**config.mk**
```make
export PLATFORM = sky130hd
export DESIGN_NAME = iodb_bridge
export DESIGN_NICKNAME = d
export VERILOG_FILES = /design/src/design/iodb_pkg.sv /design/src/design/iodb_bridge.sv /design/src/design/iodb_io_decode.sv
export SDC_FILE = /design/constraint.sdc
export NUM_CORES = 1
export LEC_CHECK = 0
export ABC_AREA = 1
export BUFFER_PORTS_ARGS = -buffer_cell sky130_fd_sc_hd__buf_2
export CAP_MARGIN = 40
export CORE_MARGIN = 3
export CORE_UTILIZATION = 45
export DETAILED_ROUTE_END_ITERATION = 12
export HOLD_SLACK_MARGIN = 0.15
export PLACE_DENSITY_LB_ADDON = 0.08
export SYNTH_ARGS = -nofsm -noshare
export SYNTH_HDL_FRONTEND = slang
export SYNTH_SLANG_ARGS = --single-unit
```
**constraint.sdc**
```tcl
create_clock -name sys_clk -period 1.95 [get_ports sys_clk]
set_input_delay 0.195 -clock sys_clk [delete_from_list [all_inputs] [get_ports sys_clk]]
set_output_delay 0.195 -clock sys_clk [all_outputs]
set_load 0.05 [all_outputs]
```
**src/design/iodb_pkg.sv**
```systemverilog
/*
  Package for the system-bus I/O decoder and PCI memory window bridge.
  Holds address ranges, register addresses, field positions, reset values and bus structs.
  Assumes a single 100 MHz clock domain with synchronous active-high reset.
*/
package iodb_pkg;

  // ---------------------------------------------------------------------------
  // Internal I/O ranges (inclusive bounds)
  // ---------------------------------------------------------------------------
  localparam logic [31:0] IODB_GPIO_LO_BASE  = 32'h1500_1080;
  localparam logic [31:0] IODB_GPIO_LO_LAST  = 32'h1500_108f;
  localparam logic [31:0] IODB_PSEL_BASE     = 32'h1500_1090;
  localparam logic [31:0] IODB_PSEL_LAST     = 32'h1500_10bf;
  localparam logic [31:0] IODB_GPIO_HI_BASE  = 32'h1500_10c0;
  localparam logic [31:0] IODB_GPIO_HI_LAST  = 32'h1500_10cf;
  localparam logic [31:0] IODB_PMIRQ_BASE    = 32'h1500_3800;
  localparam logic [31:0] IODB_PMIRQ_LAST    = 32'h1500_380f;
  localparam logic [31:0] IODB_SER_BASE      = 32'h1500_3810;
  localparam logic [31:0] IODB_SER_LAST      = 32'h1500_381f;
  localparam logic [31:0] IODB_PAR_BASE      = 32'h1500_3820;
  localparam logic [31:0] IODB_PAR_LAST      = 32'h1500_383f;
  localparam logic [31:0] IODB_RSV_BASE      = 32'h1500_3840;
  localparam logic [31:0] IODB_RSV_LAST      = 32'h1500_386f;
  localparam logic [31:0] IODB_PS2_BASE      = 32'h1500_3870;
  localparam logic [31:0] IODB_PS2_LAST      = 32'h1500_387f;
  localparam logic [31:0] IODB_PWM_BASE      = 32'h1500_3880;
  localparam logic [31:0] IODB_PWM_LAST      = 32'h1500_388f;

  // ---------------------------------------------------------------------------
  // PCI memory window and configuration registers
  // ---------------------------------------------------------------------------
  localparam logic [31:0] IODB_WIN_LAST      = 32'h0afe_ffff;
  localparam logic [31:0] IODB_CFG_ADDR_REG  = 32'h0aff_0cf8;
  localparam logic [31:0] IODB_CFG_DATA_REG  = 32'h0aff_0cfc;
  localparam logic [31:0] IODB_CFG_ADDR_RST  = 32'h0000_0000;
  localparam logic [31:0] IODB_CFG_ADDR_WMSK = 32'h80ff_fffc;
  localparam int          IODB_CFG_EN_BIT    = 31;
  localparam logic [4:0]  IODB_SLOT_USED     = 5'h00;
  localparam logic [2:0]  IODB_FN_HOSTCTL    = 3'h0;
  localparam logic [2:0]  IODB_FN_USBCFG     = 3'h1;

  // ---------------------------------------------------------------------------
  // Types
  // ---------------------------------------------------------------------------
  typedef enum logic [3:0] {
    IODB_T_NONE    = 4'h0,
    IODB_T_GPIO_LO = 4'h1,
    IODB_T_PSEL    = 4'h2,
    IODB_T_GPIO_HI = 4'h3,
    IODB_T_PMIRQ   = 4'h4,
    IODB_T_SER     = 4'h5,
    IODB_T_PAR     = 4'h6,
    IODB_T_RSV     = 4'h7,
    IODB_T_PS2     = 4'h8,
    IODB_T_PWM     = 4'h9
  } iodb_target_e;

  // System bus request from the processor side.
  typedef struct packed {
    logic        req;
    logic        wr;
    logic [31:0] addr;
    logic [31:0] wdata;
    logic [1:0]  size;    // 0: byte, 1: halfword, 2: word
  } iodb_sreq_s;

  // Internal PCI transaction request.
  typedef struct packed {
    logic        req;
    logic        cfg;     // 1: configuration cycle, 0: memory cycle
    logic        wr;
    logic [31:0] addr;
    logic [31:0] wdata;
  } iodb_preq_s;

  // Internal I/O unit request.
  typedef struct packed {
    logic         req;
    logic         wr;
    iodb_target_e tgt;
    logic [7:0]   offs;
    logic [15:0]  wdata;
  } iodb_ioreq_s;

  localparam logic [1:0] IODB_SIZE_HALF = 2'h1;
  localparam logic [1:0] IODB_SIZE_WORD = 2'h2;

endpackage : iodb_pkg

```
**src/design/iodb_bridge.sv**
```systemverilog
/*
  System-bus bridge: internal I/O range steering, PCI memory window translation and
  mechanism-1 configuration address/data registers.
  Assumes the processor holds a request for one cycle and waits for done before the next;
  the PCI side and I/O units answer with one-cycle ack pulses carrying read data.
*/
// Functional notes
// RQ1: Internal I/O ranges accept 16-bit transfers only.
// RQ2: Route GPIO low, select unit, GPIO high ranges.
// RQ3: Route power/irq, serial, parallel ranges.
// RQ4: Reserved range; route PS/2 and PWM.
// RQ5: Window from base bits 23:16 to fixed end.
// RQ6: PCI address: base top byte, bus low 24.
// RQ7: Window accesses become PCI memory cycles.
// RQ8: Config address and data registers, mechanism one.
// RQ9: Address register fields, enable, reset zero.
// RQ10: Enable gates cycles; reserved bits read zero.
// RQ11: Slot zero; function 0 host, 1 USB.
// RQ12: Software writes dword register index bits 7:2.
// RQ13: Enabled data access issues config read/write.
// RQ14: Disabled data access issues no cycle.
`timescale 1ns/1ps
module iodb_bridge (
  input  wire logic                  sys_clk,
  input  wire logic                  rst,
  input  wire iodb_pkg::iodb_sreq_s  sreq,
  output logic                       sdone,
  output logic                       serr,
  output logic [31:0]                srdata,
  input  wire logic [31:0]           mem_base,
  output iodb_pkg::iodb_preq_s       preq,
  input  wire logic                  pack,
  input  wire logic [31:0]           prdata,
  output iodb_pkg::iodb_ioreq_s      ioreq,
  input  wire logic                  ioack,
  input  wire logic [15:0]           iordata
);
  import iodb_pkg::*;

  // ---------------------------------------------------------------------------
  // State
  // ---------------------------------------------------------------------------
  typedef enum logic [1:0] {
    IODB_S_IDLE = 2'b00,
    IODB_S_PCI  = 2'b01,
    IODB_S_IO   = 2'b10
  } iodb_state_e;

  iodb_state_e  state_r;
  logic [31:0]  cfg_addr_r;
  iodb_target_e tgt;
  logic [31:0]  win_start;
  logic         in_win;
  logic         is_cfg_a;
  logic         is_cfg_d;
  logic         cfg_valid;

  iodb_io_decode u_dec (
    .addr (sreq.addr),
    .tgt  (tgt)
  );

  // ---------------------------------------------------------------------------
  // Decode
  // ---------------------------------------------------------------------------
  always_comb begin
    win_start = {8'h0a, mem_base[23:16], 16'h0000};                     // [RQ5]
    in_win    = (sreq.addr >= win_start) && (sreq.addr <= IODB_WIN_LAST);  // [RQ5]
    is_cfg_a  = (sreq.addr == IODB_CFG_ADDR_REG);                       // [RQ8]
    is_cfg_d  = (sreq.addr == IODB_CFG_DATA_REG);                       // [RQ8]
    // Only slot zero with function 0 or 1 has a target behind it.
    cfg_valid = cfg_addr_r[IODB_CFG_EN_BIT] && (cfg_addr_r[15:11] == IODB_SLOT_USED)
                && ((cfg_addr_r[10:8] == IODB_FN_HOSTCTL) || (cfg_addr_r[10:8] == IODB_FN_USBCFG));  // [RQ11]
  end

  // ---------------------------------------------------------------------------
  // Configuration address register
  // ---------------------------------------------------------------------------
  always_ff @(posedge sys_clk) begin
    if (rst) begin
      cfg_addr_r <= IODB_CFG_ADDR_RST;                                  // [RQ9]
    end else if (state_r == IODB_S_IDLE && sreq.req && sreq.wr && is_cfg_a
                 && sreq.size == IODB_SIZE_WORD) begin
      cfg_addr_r <= sreq.wdata & IODB_CFG_ADDR_WMSK;                    // [RQ9] [RQ10] [RQ12]
    end
  end

  // ---------------------------------------------------------------------------
  // Transaction sequencer
  // ---------------------------------------------------------------------------
  always_ff @(posedge sys_clk) begin
    if (rst) begin
      state_r <= IODB_S_IDLE;
      sdone   <= 1'b0;
      serr    <= 1'b0;
      srdata  <= 32'h0000_0000;
      preq    <= '0;
      ioreq   <= '0;
    end else begin
      sdone     <= 1'b0;
      serr      <= 1'b0;
      preq.req  <= 1'b0;
      ioreq.req <= 1'b0;
      unique case (state_r)
        IODB_S_IDLE: begin
          if (sreq.req) begin
            if (is_cfg_a) begin
              sdone  <= 1'b1;
              serr   <= (sreq.size != IODB_SIZE_WORD);
              srdata <= sreq.wr ? 32'h0000_0000 : cfg_addr_r;           // [RQ10]
            end else if (is_cfg_d) begin
              if (cfg_valid && sreq.size == IODB_SIZE_WORD) begin
                preq.req   <= 1'b1;                                     // [RQ13]
                preq.cfg   <= 1'b1;
                preq.wr    <= sreq.wr;
                preq.addr  <= {24'h00_0000, cfg_addr_r[7:2], 2'b00} | {16'h0000, 5'h00, cfg_addr_r[10:8], 8'h00};
                preq.wdata <= sreq.wdata;
                state_r    <= IODB_S_PCI;
              end else begin
                // Disabled or unused function: answered locally, reads as all ones.
                sdone  <= 1'b1;                                         // [RQ14]
                serr   <= (sreq.size != IODB_SIZE_WORD);
                srdata <= 32'hffff_ffff;
              end
            end else if (in_win) begin
              preq.req   <= 1'b1;                                       // [RQ7]
              preq.cfg   <= 1'b0;
              preq.wr    <= sreq.wr;
              preq.addr  <= {mem_base[31:24], sreq.addr[23:0]};         // [RQ6]
              preq.wdata <= sreq.wdata;
              state_r    <= IODB_S_PCI;
            end else if (tgt != IODB_T_NONE && tgt != IODB_T_RSV && sreq.size == IODB_SIZE_HALF) begin
              ioreq.req   <= 1'b1;                                      // [RQ2] [RQ3] [RQ4]
              ioreq.wr    <= sreq.wr;
              ioreq.tgt   <= tgt;
              ioreq.offs  <= sreq.addr[7:0];
              ioreq.wdata <= sreq.wdata[15:0];
              state_r     <= IODB_S_IO;
            end else begin
              // Reserved, unmapped or wrong-width access: finishes with an error, no side effect.
              sdone  <= 1'b1;                                           // [RQ1] [RQ4]
              serr   <= 1'b1;
              srdata <= 32'h0000_0000;
            end
          end
        end
        IODB_S_PCI: begin
          if (pack) begin
            sdone   <= 1'b1;
            srdata  <= preq.wr ? 32'h0000_0000 : prdata;                // [RQ13]
            state_r <= IODB_S_IDLE;
          end
        end
        IODB_S_IO: begin
          if (ioack) begin
            sdone   <= 1'b1;
            srdata  <= {16'h0000, (ioreq.wr ? 16'h0000 : iordata)};     // [RQ1]
            state_r <= IODB_S_IDLE;
          end
        end
        default: state_r <= IODB_S_IDLE;
      endcase
    end
  end

endmodule // iodb_bridge

```
**src/design/iodb_io_decode.sv**
```systemverilog
/*
  Combinational decoder of the fixed internal I/O ranges.
  Assumes a full 32-bit physical address; output is registered by the caller.
*/
`timescale 1ns/1ps
module iodb_io_decode (
  input  wire logic [31:0]           addr,
  output iodb_pkg::iodb_target_e     tgt
);
  import iodb_pkg::*;

  function automatic logic in_rng(input logic [31:0] a, input logic [31:0] lo, input logic [31:0] hi);
    in_rng = (a >= lo) && (a <= hi);
  endfunction

  always_comb begin
    tgt = IODB_T_NONE;
    if (in_rng(addr, IODB_GPIO_LO_BASE, IODB_GPIO_LO_LAST)) tgt = IODB_T_GPIO_LO;  // [RQ2]
    if (in_rng(addr, IODB_PSEL_BASE, IODB_PSEL_LAST))       tgt = IODB_T_PSEL;     // [RQ2]
    if (in_rng(addr, IODB_GPIO_HI_BASE, IODB_GPIO_HI_LAST)) tgt = IODB_T_GPIO_HI;  // [RQ2]
    if (in_rng(addr, IODB_PMIRQ_BASE, IODB_PMIRQ_LAST))     tgt = IODB_T_PMIRQ;    // [RQ3]
    if (in_rng(addr, IODB_SER_BASE, IODB_SER_LAST))         tgt = IODB_T_SER;      // [RQ3]
    if (in_rng(addr, IODB_PAR_BASE, IODB_PAR_LAST))         tgt = IODB_T_PAR;      // [RQ3]
    if (in_rng(addr, IODB_RSV_BASE, IODB_RSV_LAST))         tgt = IODB_T_RSV;      // [RQ4]
    if (in_rng(addr, IODB_PS2_BASE, IODB_PS2_LAST))         tgt = IODB_T_PS2;      // [RQ4]
    if (in_rng(addr, IODB_PWM_BASE, IODB_PWM_LAST))         tgt = IODB_T_PWM;      // [RQ4]
  end

endmodule // iodb_io_decode

```
==> reports/results.ini, run 1 <==
[status]
outcome=finished with violations
violations=setup timing

[layout]
antenna_cells=0
instances_no_fill=1794
mostFrequentLayoutCell=buf_2
fin_nets=1726
layout_common_cells=buf_2, nand2_1, dfxtp_1
fill_cells=1238
area_growth_pct=66.5
drive_above_1_share_pct=41.8
finalInstanceArea_sq_um=12800

[global_route]
grt_pass1_vias=8294
gr-usage-met2_pct=43.8
overflow=0
grt_usage_pct=27.9
antenna_found_initial=0
use_met3_pct=6.65
grt_use_met1_pct=38.3
grt_pass1_wl_um=41700
grt_max_degree=67
top_usage_layer=met2

[critical_path]
cp-end-kind=flop
crit_path_start_kind=primary input
worst-path-max-fanout=11
critical_path_required_ns=2.27
critical_path_class=primary input to flop
path_common_cell=nand2_2
r2r_setup_slack_ns=-0.01
slowest_delay_ns=0.25
arrival_ns=2.37
crit_chain=buf_4, nor2_1, nand2_1, nor2_4, nor2_4, nor2_4, buf_6, nand2_2, nand3_2, nand2_2, nand2_2, nor3_4, nand2_2, nand2_4, nand2_4, nand2_8, clkbuf_16, a21oi_1, nor2_1
cp_slowest_cell=nor2_4

[floorplan]
dieArea_sq_um=18700
die_y_um=137
start_util_pct=46.2
die_w_um=137
row_count=47
core_sq_um=16700
io_pins=283

[route]
vias=9413
drt-initial-drc-count=657
via_per_inst=5.25
drc=0
wirelength_um=30300
wl_per_cell_um=16.9
detail-route-antenna-nets=0
dr.pass1.iters=6

[clocking]
cts_max_path_buffers=2
cts_root_buf=clkbuf_16
clk_pin_slew_ns=0.07
tritoncts=built
clkLatencyLatePin_ns=0.43
cts.htree.levels=4
numClockSinks=156
cts_inserted_buffers=17

[placed_design]
placed_cells=1662
portBuffers=266
dp_hpwl_um=19200
gp_congestion=0.937
place_area_sq_um=10300

[sta]
hold_viol_final=0
max_clock_freq_mhz=490
setup_ws_ns=-0.0924
max_slew_margin_pct=70.6
fin_crit_sh_pct=105
setup_viol=83
fin_skew_ns=0.0112
finalHoldWorstSlack_ns=0.137
period_needed_ns=2.04
tightest_slew_ns=0.437
drv_slew=0
rsz0062_at_grt=true

[pwr]
ir_drop_v=0.000701
power-per-cell-area_nw_per_um2=640
p_total_uw=8210
cellLeakagePower_uw=0.00637

[synth]
netlist_area_sq_um=7710
syn_inst=1098
yosys_warnings=0
ys_seq_area_share_pct=40.5
synth.avg_cell_area_sq_um=7.02
synth_nets=1263
synth_seq_cells=156
synth_cell_types=39

[job]
drv_cap=0

[min_path]
hold_class=primary input to flop

-- layout make-up --
class	instances	area, sq um	share of cell area [%]
clock buffers	17	425	3.31
clock inverters	15	199	1.55
inverters	129	524	4.08
multi-input cells	750	4350	33.9
flip-flops and latches	156	3130	24.4
well taps	220	275	2.14
repair buffers	507	3940	30.7
-- power breakdown --
part / total [uW] / switching, uW / internal [uW]
sequential: 3310 / 47.4 / 3270
combinational: 1420 / 850 / 571
clock: 3480 / 1620 / 1860
total: 8210 / 2510 / 5700
-- per-layer routing --
| metal | wire length [um] | share of wire (%) | vias up |
|---|---|---|---|
| li1 | - | - | 4570 |
| met3 | 2490 | 8.2 | 55 |
| met5 | 0 | 0 | - |
| met1 | 13000 | 43 | 4346 |
| met4 | 606 | 2.0 | 0 |
| met2 | 14200 | 47 | 442 |
-- kinds of logic (layout without fill, tap and decap cells) --
group	count (synthesis)	after routing	synth area share, %
flops	156	156	40.5
compound gates	284	284	20.0
fa+ha+maj	13	13	2.11
buf+inv	192	668	11.2
simple gates	453	453	26.2
-- through the flow --
step / util (%) / setup WS (ns) / setup TNS (ns)
2_1_floorplan: - / -0.150 / -4.47
3_3_place_gp: 61.8 / -0.399 / -46.25
3_5_place_dp: 61.8 / -0.424 / -50.21
4_1_cts: 69.3 / -0.0283 / -0.239
5_1_grt: 76.9 / -0.203 / -16.03
6_report: 76.9 / -0.0924 / -3.77
-- critical path: cells and delay by family --
family                 cells  cell delay [ns]
buffers and inverters      3             0.48
AO/OA/AOI/OAI              1             0.14
AND/OR/NAND/NOR           15             1.53
-- final timing paths --
check                                   start  cells after the start                     endpoint
hold reg to reg   cfg_addr_r[18]$_SDFFE_PP0P_                      2  cfg_addr_r[18]$_SDFFE_PP0P_
hold / removal                       sreq[50]                      4        preq[48]$_SDFFE_PP0P_
setup / recovery                     sreq[53]                     19      srdata[15]$_SDFFE_PP0P_
setup reg to reg  cfg_addr_r[12]$_SDFFE_PP0P_                     12        preq[19]$_SDFFE_PP0P_
-- sequential cells by signal, indices dropped and copies added, names as in the netlist --
name	count
cfg_addr_r	23
ioreq	30
preq	67
sdone	1
serr	1
srdata	32
state_r	2
-- synthesized netlist by cell type --
cell type / n / share of area, %
dfxtp_1: 156 / 40
nand3_1: 94 / 6.1
ha_1: 13 / 2.1
o21ai_0: 66 / 4.3
nor2_2: 6 / 0.49
a211oi_1: 10 / 0.97
inv_1: 122 / 5.9
clkbuf_1: 25 / 1.2
a21oi_1: 144 / 9.3
nor2_1: 111 / 5.4
buf_6: 15 / 2.2
nand2_8: 1 / 0.26
buf_2: 17 / 1.1
buf_4: 1 / 0.097
nor3_1: 16 / 1.0
nand4_1: 12 / 0.97
inv_2: 5 / 0.24
o21ai_1: 40 / 2.6
nand2_4: 1 / 0.15
buf_1: 5 / 0.24
a22oi_1: 6 / 0.58
a311oi_4: 1 / 0.34
o22ai_1: 1 / 0.081
nor3_2: 2 / 0.26
nand2_2: 7 / 0.57
nor3_4: 2 / 0.42
nor4_1: 5 / 0.41
clkinv_4: 1 / 0.11
o21ai_2: 2 / 0.23
clkinv_1: 1 / 0.049
o21bai_1: 2 / 0.19
or2_2: 1 / 0.081
nand2_1: 188 / 9.1
nor2_4: 3 / 0.44
a21oi_2: 1 / 0.11
or2_4: 1 / 0.11
nand3_2: 3 / 0.39
o211ai_1: 1 / 0.097
a22o_1: 10 / 1.1
-- repair_timing --
action | in CTS | in global routing
hold endpoints to repair | 98 | 0
hold buffers | 54 | 0
gates cloned | 0 | 18
buffers inserted | 8 | 20
gates resized for setup | 3 | 198
endpoints found under the setup margin | 99 | 135
pin swaps | 3 | 69
(Power assumes the default switching activity.)
==> inputs of run 2 (changes only) <==
--- a/config.mk
+++ b/config.mk
@@ -5,11 +5,10 @@
 export SDC_FILE = /design/constraint.sdc
 export NUM_CORES = 1
 export LEC_CHECK = 0
-export ABC_AREA = 1
 export BUFFER_PORTS_ARGS = -buffer_cell sky130_fd_sc_hd__buf_2
 export CAP_MARGIN = 40
 export CORE_MARGIN = 3
-export CORE_UTILIZATION = 45
+export CORE_UTILIZATION = 44
 export DETAILED_ROUTE_END_ITERATION = 12
 export HOLD_SLACK_MARGIN = 0.15
 export PLACE_DENSITY_LB_ADDON = 0.08
==> run 2 against run 1 <==
Against the previous run: the flow still finishes with violations (setup timing); first-iteration DRC count rose by 2.0%; fmax fell by 14%; power fell by 9.5%; synthesized cell count fell by 20%; critical path type unchanged; largest power group is now registers.
==> reports/results.ini, run 2 <==
[sta]
setup_ws_ns=-0.427
max_clock_freq_mhz=421
period_needed_ns=2.38
drv_slew=0
fin_crit_sh_pct=122
max_slew_margin_pct=55.5
tightest_slew_ns=0.668
setup_viol=129
rsz0062_at_grt=true
hold_viol_final=0
fin_skew_ns=0.00846

[pwr]
p_total_uw=7430
ir_drop_v=0.000752
cellLeakagePower_uw=0.00522
power-per-cell-area_nw_per_um2=612

[global_route]
antenna_found_initial=0
gr-usage-met2_pct=44.3
grt_usage_pct=28.9
grt_pass1_wl_um=41700
use_met3_pct=6.15
grt_max_degree=52
grt_use_met1_pct=40.3
overflow=0
top_usage_layer=met2
grt_pass1_vias=7844

[layout]
fin_util_pct=75.9
largestRegisters=preq x67, srdata x32, ioreq x30
antenna_cells=0
mostFrequentLayoutCell=buf_2
regMostFlops=preq
area_growth_pct=67.9
drive_above_1_share_pct=47.4
largest_reg_flops=67
fin_nets=1472
layout_common_cells=buf_2, dfxtp_1, nand2_1

[clocking]
clk_pin_slew_ns=0.06
cts_max_path_buffers=2
numClockSinks=156
clkLatencyLatePin_ns=0.43
cts_root_buf=clkbuf_16
tritoncts=built
cts.htree.levels=4
cts_inserted_buffers=17

[synth]
yosys_warnings=0
yosysMostFrequentCell=dfxtp_1
synth_edf_count=0
synth_nets=1046
synth_cell_types=64
netlist_area_sq_um=7230
async_flop_share_pct=0
yosys_most_used_dff=dfxtp_1
syn_inst=881
synth_seq_cells=156
ys_seq_area_share_pct=43.2
synthTopCellsByArea=dfxtp_1, a21oi_1, nand2_1
synth.largest_area_cell=dfxtp_1
synth_common_cells=dfxtp_1, nand2_1, a21oi_1, nand3_1, nor2_1
synth.avg_cell_area_sq_um=8.20
synth_top_area_share_pct=43.2

[route]
drt-initial-drc-count=670
detail-route-antenna-nets=0
wirelength_um=29400
via_per_inst=5.60
vias=8606
drc=0
dr.pass1.iters=5
wl_per_cell_um=19.2

[status]
outcome=finished with violations
violations=setup timing

[critical_path]
critical_path_required_ns=2.30
worst-path-max-fanout=5
reg2reg_to=srdata[23]$_SDFFE_PP0P_
r2r_setup_slack_ns=-0.33
cp-end-kind=flop
worstReg2RegStart=state_r[0]$_SDFFE_PP0P_
crit_path_start_kind=primary input
rr_worst_depth=9
arrival_ns=2.73
startpoint=sreq[57]
critical_path_class=primary input to flop

[floorplan]
die_w_um=134
row_count=46
die_y_um=134
core_sq_um=16000
dieArea_sq_um=18000
start_util_pct=45.2
io_pins=283

[job]
drv_cap=0

[placed_design]
gp_congestion=0.910
portBuffers=266
dp_hpwl_um=19300

[min_path]
worstHoldStart=prdata[16]
hold_depth=3
worstHoldEndpoint=srdata[16]$_SDFFE_PP0P_
hold_class=primary input to flop

-- run 2: cell type report --
cell class              instances  area [sq um]
flip-flops and latches        156          3120
repair buffers                479          3520
inverters                      15          56.3
well taps                     216           270
clock inverters                11          87.6
fillers                      1186          3860
multi-input cells             638          4620
clock buffers                  21           460
-- run 2: what timing repair did --
action                                  4_1_cts  5_1_grt
hold buffers                                 42        0
resized for setup                            46      130
pin swaps                                    24       59
endpoints found under the setup margin      155      155
hold endpoints to repair                     82        0
buffers inserted                              9       15
cloned                                        1        9
-- run 2: per-stage QoR --
stage | area [sq um] | std cells | setup slack (ns) | hold slack [ns] | setup TNS (ns)
floorplan | 7550 | 881 | -0.522 | 0.335 | -48.96
global placement | 9920 | 1429 | -0.854 | 0.435 | -108.78
detailed placement | 9920 | 1429 | -0.905 | 0.440 | -109.80
CTS | 11200 | 1513 | -0.325 | 0.154 | -21.52
global route | 12100 | 1536 | -0.506 | 0.174 | -41.14
finish | 12100 | 1536 | -0.427 | 0.176 | -31.82
-- run 2: critical path, stage by stage --
cell and delay, ns:
buf_2 0.15, or4_4 0.56, o211a_4 0.27, nor4_4 0.18
nor2_2 0.08, a2111oi_4 0.42, a21boi_4 0.14, buf_6 0.15
or4_1 0.41, a31oi_1 0.18
-- run 2: how the worst max path moves through the flow --
stage | slack [ns] | endpoint | cells after the start
2_1_floorplan | -0.52 | sdone$_SDFF_PP0_ | 10
3_3_place_gp | -0.85 | state_r[1]$_SDFFE_PP0P_ | 10
3_5_place_dp | -0.90 | ioreq[2]$_SDFFE_PP0P_ | 11
4_1_cts | -0.33 | srdata[8]$_SDFFE_PP0P_ | 11
5_1_grt | -0.51 | state_r[1]$_SDFFE_PP0P_ | 11
6_report | -0.43 | state_r[1]$_SDFFE_PP0P_ | 10
-- run 2: report_power, final --
part,internal [uW],switching (uW),total [uW],leakage [uW]
Sequential,3230,22.9,3250,0.00126
Combinational,456,619,1070,0.00370
Clock,1710,1400,3110,0.000262
Total,5400,2040,7430,0.00522
-- run 2: logic make-up after synthesis --
group | Yosys count | share of synthesized area, %
AO/OA/AOI/OAI | 228 | 21.2
adder cells (fa/ha/maj) | 13 | 2.25
AND/OR/NAND/NOR | 371 | 24.8
flip-flops | 156 | 43.2
buffers and inverters | 87 | 4.92
multiplexers | 26 | 3.62
-- run 2: layer usage --
layer  wire [um]  vias to the layer above
met1       12900                     4104
li1            -                     4080
met2       13600                      364
met4         794                        0
met5           0                        -
met3        2170                       58
